### config.mk
export PLATFORM = sky130hd
export DESIGN_NAME = adpm_top
export DESIGN_NICKNAME = d
export VERILOG_FILES = /design/src/adpm_pkg.sv /design/src/adpm_top.sv
export SDC_FILE = /design/constraint.sdc
export NUM_CORES = 1
export LEC_CHECK = 0
export ABC_AREA = 1
export BUFFER_PORTS_ARGS = -buffer_cell sky130_fd_sc_hd__buf_2
export CAP_MARGIN = 5
export CORE_AREA = 2 2 113 198
export DETAILED_ROUTE_END_ITERATION = 12
export DIE_AREA = 0 0 115 200
export PLACE_DENSITY_LB_ADDON = 0.1
export SYNTH_ARGS = -nofsm -noshare
export SYNTH_HDL_FRONTEND = slang
export SYNTH_SLANG_ARGS = --single-unit
### constraint.sdc
create_clock -name clock_i -period 1.9 [get_ports clock_i]
set_input_delay 0.19 -clock clock_i [delete_from_list [all_inputs] [get_ports clock_i]]
set_output_delay 0.19 -clock clock_i [all_outputs]
set_load 0.05 [all_outputs]
### src/adpm_pkg.sv
// Purpose: constants for the audio dac pin mode and reset block
// Assumes: 200 MHz system clock, register port with one-cycle read latency
// Notes:   shared by the design and by the bench
// Function
// - func_choice low: audio data on serial out; high: coded audio instead
// - pin a: next-track key when choice high, frame clock output when low
// - pin b: previous-track key when choice high, bit clock output when low
// - pin c: stop key when choice high, system clock output when low
// - pin d: play/pause key or serial audio data in; always an input
// - mute key on rom variant, programming select on serial variant
// - volume-up key on rom variant, programming clock on serial variant
// - volume-down key on rom variant, programming data on serial variant
// - self-powered: attach pin tracks host supply for attach and detach
// - bus-powered: attach pin low means 100 mA, high means 500 mA
// - power source choice low means self-powered, high means bus-powered
// - suspend flag low while suspended, high while operational
// - rom variant drives rom clock; serial variant leaves it unused
// - rom data line two-way on rom variant; only pulled up otherwise
// - suspend flag never gates or stops the clock
// - internal reset releases about 700 us after supply is good
package adpm_pkg;
  // register map
  localparam int         ADDR_W      = 8;
  localparam int         DATA_W      = 32;
  localparam logic [7:0] CTRL_OFS    = 8'h00;
  localparam logic [7:0] SAMPLE_OFS  = 8'h04;
  localparam logic [7:0] STATUS_OFS  = 8'h08;
  localparam logic [7:0] RX_OFS      = 8'h0C;
  // control fields
  localparam int         CTRL_W      = 4;
  localparam int         CTRL_SUSP   = 0;
  localparam int         CTRL_RCLK   = 1;
  localparam int         CTRL_RDAT   = 2;
  localparam int         CTRL_ROE    = 3;
  localparam logic [3:0] CTRL_RST    = 4'h0;
  localparam logic [31:0] SAMPLE_RST = 32'h0;
  // synchroniser lanes
  localparam int SYNC_W = 13;
  localparam int S_FUNC = 0;
  localparam int S_PA   = 1;
  localparam int S_PB   = 2;
  localparam int S_PC   = 3;
  localparam int S_PD   = 4;
  localparam int S_MUTE = 5;
  localparam int S_VUP  = 6;
  localparam int S_VDN  = 7;
  localparam int S_HOST = 8;
  localparam int S_PSEL = 9;
  localparam int S_TEST = 10;
  localparam int S_ROMD = 11;
  localparam int S_VAR  = 12;
  // timing
  localparam int CLK_PERIOD_NS = 5;
  localparam int POR_TIME_NS   = 700000;
  localparam int POR_CYCLES    =
    (POR_TIME_NS + CLK_PERIOD_NS - 1) / CLK_PERIOD_NS;
  localparam int          POR_W      = 18;
  localparam logic [3:0]  SYS_HALF   = 4'h8;
  localparam logic [5:0]  BIT_HALF   = 6'h20;
  localparam int          FRAME_BITS = 32;
  // reset sequencer
  typedef enum logic [1:0] {
    ADPM_HOLD = 2'b01,
    ADPM_RUN  = 2'b10
  } adpm_por_t;
endpackage

### src/adpm_top.sv
// Purpose: pin function select, power selects, suspend flag, reset release
// Assumes: pins arrive asynchronous; register port on clock_i
// Notes:   audio clocks come from clock_i dividers and never stop
module adpm_top #(
  parameter int POR_CYCLES = adpm_pkg::POR_CYCLES
) (
  input  wire logic        clock_i,
  input  wire logic        rstn_i,
  input  wire logic [7:0]  addr_i,
  input  wire logic [31:0] wdata_i,
  input  wire logic        wr_i,
  input  wire logic        rd_i,
  output logic      [31:0] rdata_o,
  input  wire logic        func_choice_i,
  input  wire logic        rom_variant_i,
  input  wire logic        multi_pin_a_i,
  output logic             multi_pin_a_o,
  output logic             multi_pin_a_oe_o,
  input  wire logic        multi_pin_b_i,
  output logic             multi_pin_b_o,
  output logic             multi_pin_b_oe_o,
  input  wire logic        multi_pin_c_i,
  output logic             multi_pin_c_o,
  output logic             multi_pin_c_oe_o,
  input  wire logic        multi_pin_d_i,
  input  wire logic        key_mute_in_i,
  input  wire logic        key_vol_up_in_i,
  input  wire logic        key_vol_down_in_i,
  input  wire logic        attach_or_power_sel_i,
  input  wire logic        power_source_choice_i,
  input  wire logic        test_i,
  input  wire logic        rom_serial_data_i,
  output logic             rom_serial_data_o,
  output logic             rom_serial_data_oe_o,
  output logic             rom_serial_clk_o,
  output logic             serial_audio_out_o,
  output logic             suspend_flag_n_o,
  output logic      [3:0]  media_keys_o,
  output logic      [2:0]  hid_keys_o,
  output logic             prog_select_o,
  output logic             prog_serial_clk_o,
  output logic             prog_serial_data_o,
  output logic             bus_powered_o,
  output logic             current_500ma_o,
  output logic             host_attached_o,
  output logic             attach_event_o,
  output logic             detach_event_o,
  output logic             ready_o
);
  logic [12:0] sync1_reg, sync2_reg, s;
  logic        run, func_s, var_reg, host_reg;
  logic [17:0] por_cnt_reg;
  adpm_pkg::adpm_por_t por_reg;
  logic [3:0]  ctrl_reg;
  logic [31:0] sample_reg, tx_reg, rx_reg, rx_word_reg;
  logic [3:0]  sys_cnt_reg;
  logic [5:0]  div_reg;
  logic [4:0]  bit_cnt_reg;
  logic        sck_reg, bck_reg, bmc_reg, bck_fall, bck_rise;

  // register address match, used by both write and read paths
  function automatic logic hit(input logic [7:0] a, input logic [7:0] o);
    hit = (a == o);
  endfunction

  // two-flop synchronisers; the first stage feeds only the second
  always_ff @(posedge clock_i or negedge rstn_i) begin
    if (!rstn_i) begin
      sync1_reg <= 13'h0;
      sync2_reg <= 13'h0;
    end else begin
      sync1_reg <= {rom_variant_i, rom_serial_data_i, test_i,
                    power_source_choice_i, attach_or_power_sel_i,
                    key_vol_down_in_i, key_vol_up_in_i, key_mute_in_i,
                    multi_pin_d_i, multi_pin_c_i, multi_pin_b_i,
                    multi_pin_a_i, func_choice_i};
      sync2_reg <= sync1_reg;
    end
  end
  assign s      = sync2_reg;
  assign func_s = s[adpm_pkg::S_FUNC];

  // internal reset release: hold until the supply has settled
  always_ff @(posedge clock_i or negedge rstn_i) begin
    if (!rstn_i) begin
      por_reg     <= adpm_pkg::ADPM_HOLD;
      por_cnt_reg <= 18'h0;
    end else begin
      unique case (por_reg)
        adpm_pkg::ADPM_HOLD: begin
          if (por_cnt_reg == 18'(POR_CYCLES - 1)) begin
            por_reg <= adpm_pkg::ADPM_RUN;
          end else begin
            por_cnt_reg <= por_cnt_reg + 18'h1;
          end
        end
        adpm_pkg::ADPM_RUN: begin
          por_reg <= adpm_pkg::ADPM_RUN;
        end
        default: begin
          por_reg <= adpm_pkg::ADPM_HOLD;
        end
      endcase
    end
  end
  assign run     = (por_reg == adpm_pkg::ADPM_RUN);
  assign ready_o = run;

  // variant strap sampled every cycle while held in internal reset, kept from release on
  always_ff @(posedge clock_i or negedge rstn_i) begin
    if (!rstn_i) begin
      var_reg <= 1'b1;
    end else if (!run) begin
      var_reg <= s[adpm_pkg::S_VAR];
    end
  end

  // software registers; writes ignored until reset release
  always_ff @(posedge clock_i or negedge rstn_i) begin
    if (!rstn_i) begin
      ctrl_reg   <= adpm_pkg::CTRL_RST;
      sample_reg <= adpm_pkg::SAMPLE_RST;
    end else if (wr_i && run) begin
      if (hit(addr_i, adpm_pkg::CTRL_OFS)) begin
        ctrl_reg <= wdata_i[3:0];
      end
      if (hit(addr_i, adpm_pkg::SAMPLE_OFS)) begin
        sample_reg <= wdata_i;
      end
    end
  end

  // read data stand one cycle only; unmapped reads give zero
  always_ff @(posedge clock_i or negedge rstn_i) begin
    if (!rstn_i) begin
      rdata_o <= 32'h0;
    end else if (!rd_i) begin
      rdata_o <= 32'h0;
    end else if (hit(addr_i, adpm_pkg::CTRL_OFS)) begin
      rdata_o <= {28'h0, ctrl_reg};
    end else if (hit(addr_i, adpm_pkg::SAMPLE_OFS)) begin
      rdata_o <= sample_reg;
    end else if (hit(addr_i, adpm_pkg::STATUS_OFS)) begin
      rdata_o <= {14'h0, prog_serial_data_o, prog_serial_clk_o,
                  prog_select_o, hid_keys_o, media_keys_o,
                  s[adpm_pkg::S_ROMD], ~suspend_flag_n_o,
                  s[adpm_pkg::S_TEST], var_reg, host_attached_o,
                  current_500ma_o, bus_powered_o, func_s};
    end else if (hit(addr_i, adpm_pkg::RX_OFS)) begin
      rdata_o <= rx_word_reg;
    end else begin
      rdata_o <= 32'h0;
    end
  end

  // audio clock dividers run free, suspend never stops them
  always_ff @(posedge clock_i or negedge rstn_i) begin
    if (!rstn_i) begin
      sys_cnt_reg <= 4'h0;
      sck_reg     <= 1'b0;
    end else if (sys_cnt_reg == adpm_pkg::SYS_HALF - 4'h1) begin
      sys_cnt_reg <= 4'h0;
      sck_reg     <= ~sck_reg;
    end else begin
      sys_cnt_reg <= sys_cnt_reg + 4'h1;
    end
  end

  assign bck_fall = (div_reg == adpm_pkg::BIT_HALF - 6'h1) && bck_reg;
  assign bck_rise = (div_reg == adpm_pkg::BIT_HALF - 6'h1) && !bck_reg;

  // bit clock and frame position; frame clock is the top count bit
  always_ff @(posedge clock_i or negedge rstn_i) begin
    if (!rstn_i) begin
      div_reg     <= 6'h0;
      bck_reg     <= 1'b0;
      bit_cnt_reg <= 5'h0;
    end else if (div_reg == adpm_pkg::BIT_HALF - 6'h1) begin
      div_reg <= 6'h0;
      bck_reg <= ~bck_reg;
      if (bck_reg) begin
        bit_cnt_reg <= bit_cnt_reg + 5'h1;
      end
    end else begin
      div_reg <= div_reg + 6'h1;
    end
  end

  // transmit shifter: msb first, new word at frame start
  always_ff @(posedge clock_i or negedge rstn_i) begin
    if (!rstn_i) begin
      tx_reg <= 32'h0;
    end else if (bck_fall) begin
      if (bit_cnt_reg == 5'(adpm_pkg::FRAME_BITS - 1)) begin
        tx_reg <= sample_reg;
      end else begin
        tx_reg <= {tx_reg[30:0], 1'b0};
      end
    end
  end

  // biphase mark coding: edge at every cell start, mid-cell edge for a one
  always_ff @(posedge clock_i or negedge rstn_i) begin
    if (!rstn_i) begin
      bmc_reg <= 1'b0;
    end else if (bck_fall || (bck_rise && tx_reg[31])) begin
      bmc_reg <= ~bmc_reg;
    end
  end

  // receive shifter on bit clock rise; word kept at frame end
  always_ff @(posedge clock_i or negedge rstn_i) begin
    if (!rstn_i) begin
      rx_reg      <= 32'h0;
      rx_word_reg <= 32'h0;
    end else if (bck_rise && run && !func_s) begin
      rx_reg <= {rx_reg[30:0], s[adpm_pkg::S_PD]};
      if (bit_cnt_reg == 5'(adpm_pkg::FRAME_BITS - 1)) begin
        rx_word_reg <= {rx_reg[30:0], s[adpm_pkg::S_PD]};
      end
    end
  end

  // shared pins: clock outputs when choice low, keys read when high
  always_ff @(posedge clock_i or negedge rstn_i) begin
    if (!rstn_i) begin
      multi_pin_a_o      <= 1'b0;
      multi_pin_b_o      <= 1'b0;
      multi_pin_c_o      <= 1'b0;
      multi_pin_a_oe_o   <= 1'b0;
      multi_pin_b_oe_o   <= 1'b0;
      multi_pin_c_oe_o   <= 1'b0;
      serial_audio_out_o <= 1'b0;
      media_keys_o       <= 4'h0;
    end else begin
      multi_pin_a_o      <= bit_cnt_reg[4];
      multi_pin_b_o      <= bck_reg;
      multi_pin_c_o      <= sck_reg;
      multi_pin_a_oe_o   <= run && !func_s;
      multi_pin_b_oe_o   <= run && !func_s;
      multi_pin_c_oe_o   <= run && !func_s;
      serial_audio_out_o <= run && (func_s ? bmc_reg : tx_reg[31]);
      media_keys_o       <= (run && func_s) ?
                            s[adpm_pkg::S_PD:adpm_pkg::S_PA] : 4'h0;
    end
  end

  // variant-shared key pins and power selects
  always_ff @(posedge clock_i or negedge rstn_i) begin
    if (!rstn_i) begin
      hid_keys_o         <= 3'h0;
      prog_select_o      <= 1'b0;
      prog_serial_clk_o  <= 1'b0;
      prog_serial_data_o <= 1'b0;
      bus_powered_o      <= 1'b0;
      current_500ma_o    <= 1'b0;
      host_attached_o    <= 1'b0;
    end else begin
      hid_keys_o <= (run && var_reg) ?
                    s[adpm_pkg::S_VDN:adpm_pkg::S_MUTE] : 3'h0;
      prog_select_o      <= run && !var_reg && s[adpm_pkg::S_MUTE];
      prog_serial_clk_o  <= run && !var_reg && s[adpm_pkg::S_VUP];
      prog_serial_data_o <= run && !var_reg && s[adpm_pkg::S_VDN];
      bus_powered_o      <= run && s[adpm_pkg::S_PSEL];
      current_500ma_o    <= run && s[adpm_pkg::S_PSEL]
                            && s[adpm_pkg::S_HOST];
      host_attached_o    <= run && !s[adpm_pkg::S_PSEL]
                            && s[adpm_pkg::S_HOST];
    end
  end

  // attach and detach pulses from host supply edges, self-powered only
  always_ff @(posedge clock_i or negedge rstn_i) begin
    if (!rstn_i) begin
      host_reg       <= 1'b0;
      attach_event_o <= 1'b0;
      detach_event_o <= 1'b0;
    end else begin
      host_reg       <= host_attached_o;
      attach_event_o <= host_attached_o && !host_reg;
      detach_event_o <= !host_attached_o && host_reg;
    end
  end

  // suspend flag and rom pins; serial variant never drives the rom side
  always_ff @(posedge clock_i or negedge rstn_i) begin
    if (!rstn_i) begin
      suspend_flag_n_o     <= 1'b1;
      rom_serial_clk_o     <= 1'b0;
      rom_serial_data_o    <= 1'b0;
      rom_serial_data_oe_o <= 1'b0;
    end else begin
      suspend_flag_n_o  <= !ctrl_reg[adpm_pkg::CTRL_SUSP];
      rom_serial_clk_o  <= var_reg && ctrl_reg[adpm_pkg::CTRL_RCLK];
      rom_serial_data_o <= var_reg && ctrl_reg[adpm_pkg::CTRL_RDAT];
      rom_serial_data_oe_o <= var_reg
                              && ctrl_reg[adpm_pkg::CTRL_ROE];
    end
  end
endmodule

==> impl_metrics.tcl <==
set metrics [dict create \
    status "finished, final reports clean" \
    die-area_mm2 0.0230 \
    synth_cells 1176 \
    power.leakage_nw 6.60 \
    reg2reg_to "tx_reg[3]$_DFFE_PN0P_" \
    synth_top_area_share_pct 59.2 \
    ctsHtreeMaxLevel 1 \
    reg2reg_slack_ns 0.13 \
    synth_top_family_by_area "simple AND/OR/NAND/NOR gates" \
    period_needed_ns 1.83 \
    finClkSkew_ns 0.0151 \
    grt_antenna_before_repair 1 \
    synth-edff-count 0 \
    dp_hpwl_mm 16.6 \
    p_per_area_mw_per_mm2 825 \
    viasPerCell 5.00 \
    synth_commonest_cells "nand2_1, dfrtp_1, inv_1" \
    async_flop_share_pct 100 \
    synth-seq-area-share_pct 60.0 \
    synthXorXnorAreaFrac_pct 1.74 \
    yosys_register_bits 253 \
    hold_viol_final 0 \
    insertion_delay_ns 0.52 \
    synth_warnings 0 \
    port_buffers 115 \
    drt-pass1-iter-count 5 \
    synth_fp_nets 1240 \
    synth-compound-area-share_pct 8.59 \
    ys.flop_type "dfrtp_1" \
    relSlewSlack_pct 77.2 \
    yosys.area_share.simple_pct 21.5 \
    critPathSlowestCell "dfstp_2" \
    fin_area_mm2 0.0129 \
    grt_pass1_vias 8087 \
    grt_max_degree 67 \
    critPathMaxStageDelay_ns 0.55 \
    start_kind "register" \
    path_class "reg -> out" \
    grt_pass1_wl_mm 39.3 \
    cts_tree "done" \
    tightest_slew_ns 0.343 \
    crit_family "flip-flops" \
    place.gp.congestion 0.857 \
    worst-path-buf-inv 3 \
    ios 116 \
    num_rows 71 \
    syn_avg_cell_area_um2 8.98 \
    syn_area_mm2 0.0106 \
    postRouteAntennaNets 0 \
    synth_top_area_cell "dfrtp_1" \
    wl_mm 24.3 \
    start_util_pct 49.5 \
    final.period_utilization_pct 96.4 \
    final_max_slew_viol_count 0 \
    cts_buffer_depth 3 \
    num_antenna_cells 0 \
    yosys-top-cells-area "dfrtp_1, nand2_1, nand3_1" \
    critPathCaptureType "output port" \
    finalSetupViolCount 0 \
    gr-total-overflow 0 \
    path_cells "inv_1, ha_2, buf_4, buf_4" \
    wl_per_cell_um 15.1 \
    ir_drop_uv 769 \
    vias 8046 \
    worstPathRequired_ns 1.71 \
    drc 0 \
    die_h_um 200 \
    path_clk_slew_ns 0.06 \
    detailed_place.area_mm2 0.0116 \
    area_delta_synth_final_pct 22.4 \
    root_buffer "clkbuf_16" \
    synth.area.mux_share_pct 0 \
    synth_cell_type_count 32 \
    timing.rr.start "div_reg[0]$_DFF_PN0_" \
    die_w_um 115 \
    num-fill-cells 1865 \
    r2r_cells 7 \
    tns_ns 0 \
    synth_adder_area_share_pct 0.829 \
    gr-usage-all-layers_pct 21.6 \
    max_cap_viol_count 0 \
    coreArea_mm2 0.0213 \
    cpMostUsedCell "buf_4" \
    fmax_mhz 546 \
    numCtsBuffers 24 \
    numClockSinks 253 \
    synth.most_common_cell "nand2_1" \
    hp-class "in -> async" \
    crit_fanout 5 \
    drive_above_1_share_pct 17.1 \
    final_nets 1403 \
    first_iter_violations 443 \
    cp.arrival_ns 1.64 \
]
==> area by class of cell <==
| cell class | count | area [µm²] | share of cell area (%) |
|---|---|---|---|
| repair buffers | 194 | 1510 | 11.7 |
| flip-flops and latches | 253 | 6330 | 49.0 |
| multi-input cells | 738 | 3480 | 26.9 |
| clock buffers | 33 | 686 | 5.30 |
| inverters | 128 | 485 | 3.75 |
| well taps | 255 | 319 | 2.47 |
| clock inverters | 8 | 119 | 0.919 |
==> power by group <==
group          internal [mW]  switching (mW)
clock network           2.92            1.98
registers               5.42          0.0123
logic                  0.146           0.200
total                   8.49            2.19
==> worst reg2reg max path: stages, from the launching register on <==
cell and delay (ns):
dfrtp_1 0.40, ha_2 0.22, nand3_2 0.14, nor3_4 0.34, nand2_4 0.14, inv_6 0.14, clkbuf_16 0.20, o21ai_0 0.08
==> metrics by stage <==
step           instances  power [mW]  hold slack (ns)  setup slack, ns  utilization [%]
2_1_floorplan       1176        5.58           -0.106           0.0556                -
3_3_place_gp        1518        5.81           0.0840            0.189             54.3
3_5_place_dp        1518        5.81           0.0818            0.156             54.3
4_1_cts             1606        10.8            0.129           0.0251             60.3
5_1_grt             1609        11.1            0.154          -0.0134             60.7
6_report            1609        10.7            0.128           0.0680             60.7
==> worst max-delay path by stage <==
stage	startpoint	endpoint	slack (ns)	cells past startpoint
finish	por_reg[0]$_DFFE_PN1N_	ready_o	0.07	4
global route	div_reg[0]$_DFF_PN0_	tx_reg[31]$_DFFE_PN0P_	-0.01	8
CTS	por_reg[0]$_DFFE_PN1N_	ready_o	0.03	4
detailed placement	por_reg[0]$_DFFE_PN1N_	rx_word_reg[26]$_DFFE_PN0P_	0.16	9
global placement	bit_cnt_reg[0]$_DFFE_PN0P_	tx_reg[31]$_DFFE_PN0P_	0.19	8
floorplan	por_reg[0]$_DFFE_PN1N_	rx_reg[1]$_DFFE_PN0P_	0.06	9
==> what timing repair did <==
item / 4_1_cts / 5_1_grt
hold buffers: 47 / 0
setup endpoints to repair: 0 / 43
buffers inserted: 0 / 1
endpoints found under the hold margin: 303 / 0
resized for setup: 0 / 8
==> layer usage <==
| metal | track usage (%) | routed length [µm] | up-vias |
|---|---|---|---|
| li1 | - | - | 4010 |
| met1 | 26.7 | 9920 | 3811 |
| met2 | 38.6 | 12700 | 166 |
| met3 | 2.54 | 811 | 57 |
| met4 | 7.90 | 794 | 2 |
| met5 | 0 | 13 | - |
==> logic make-up after synthesis <==
logic type	count (synthesis)
flops	253
xor+xnor	21
buf+inv	185
compound gates	161
simple gates	549
fa+ha+maj	7
==> cells in the final DEF (no fill, tap or decap), types with 4 or more instances in the layout <==
master,netlist,final
a21oi_1,14,14
buf_12,0,14
buf_2,24,113
buf_4,4,17
clkbuf_1,20,5
clkbuf_16,0,27
clkinv_2,0,4
dfrtp_1,250,250
dlygate4sd3_1,0,47
ha_1,7,4
inv_1,124,123
nand2_1,341,341
nand3_1,106,106
nor2_1,84,84
o21ai_0,75,74
o21ai_1,44,45
o21ai_2,25,25
xnor2_1,6,6
xor2_1,15,15
Note: power is estimated with default switching activity, not from simulation.
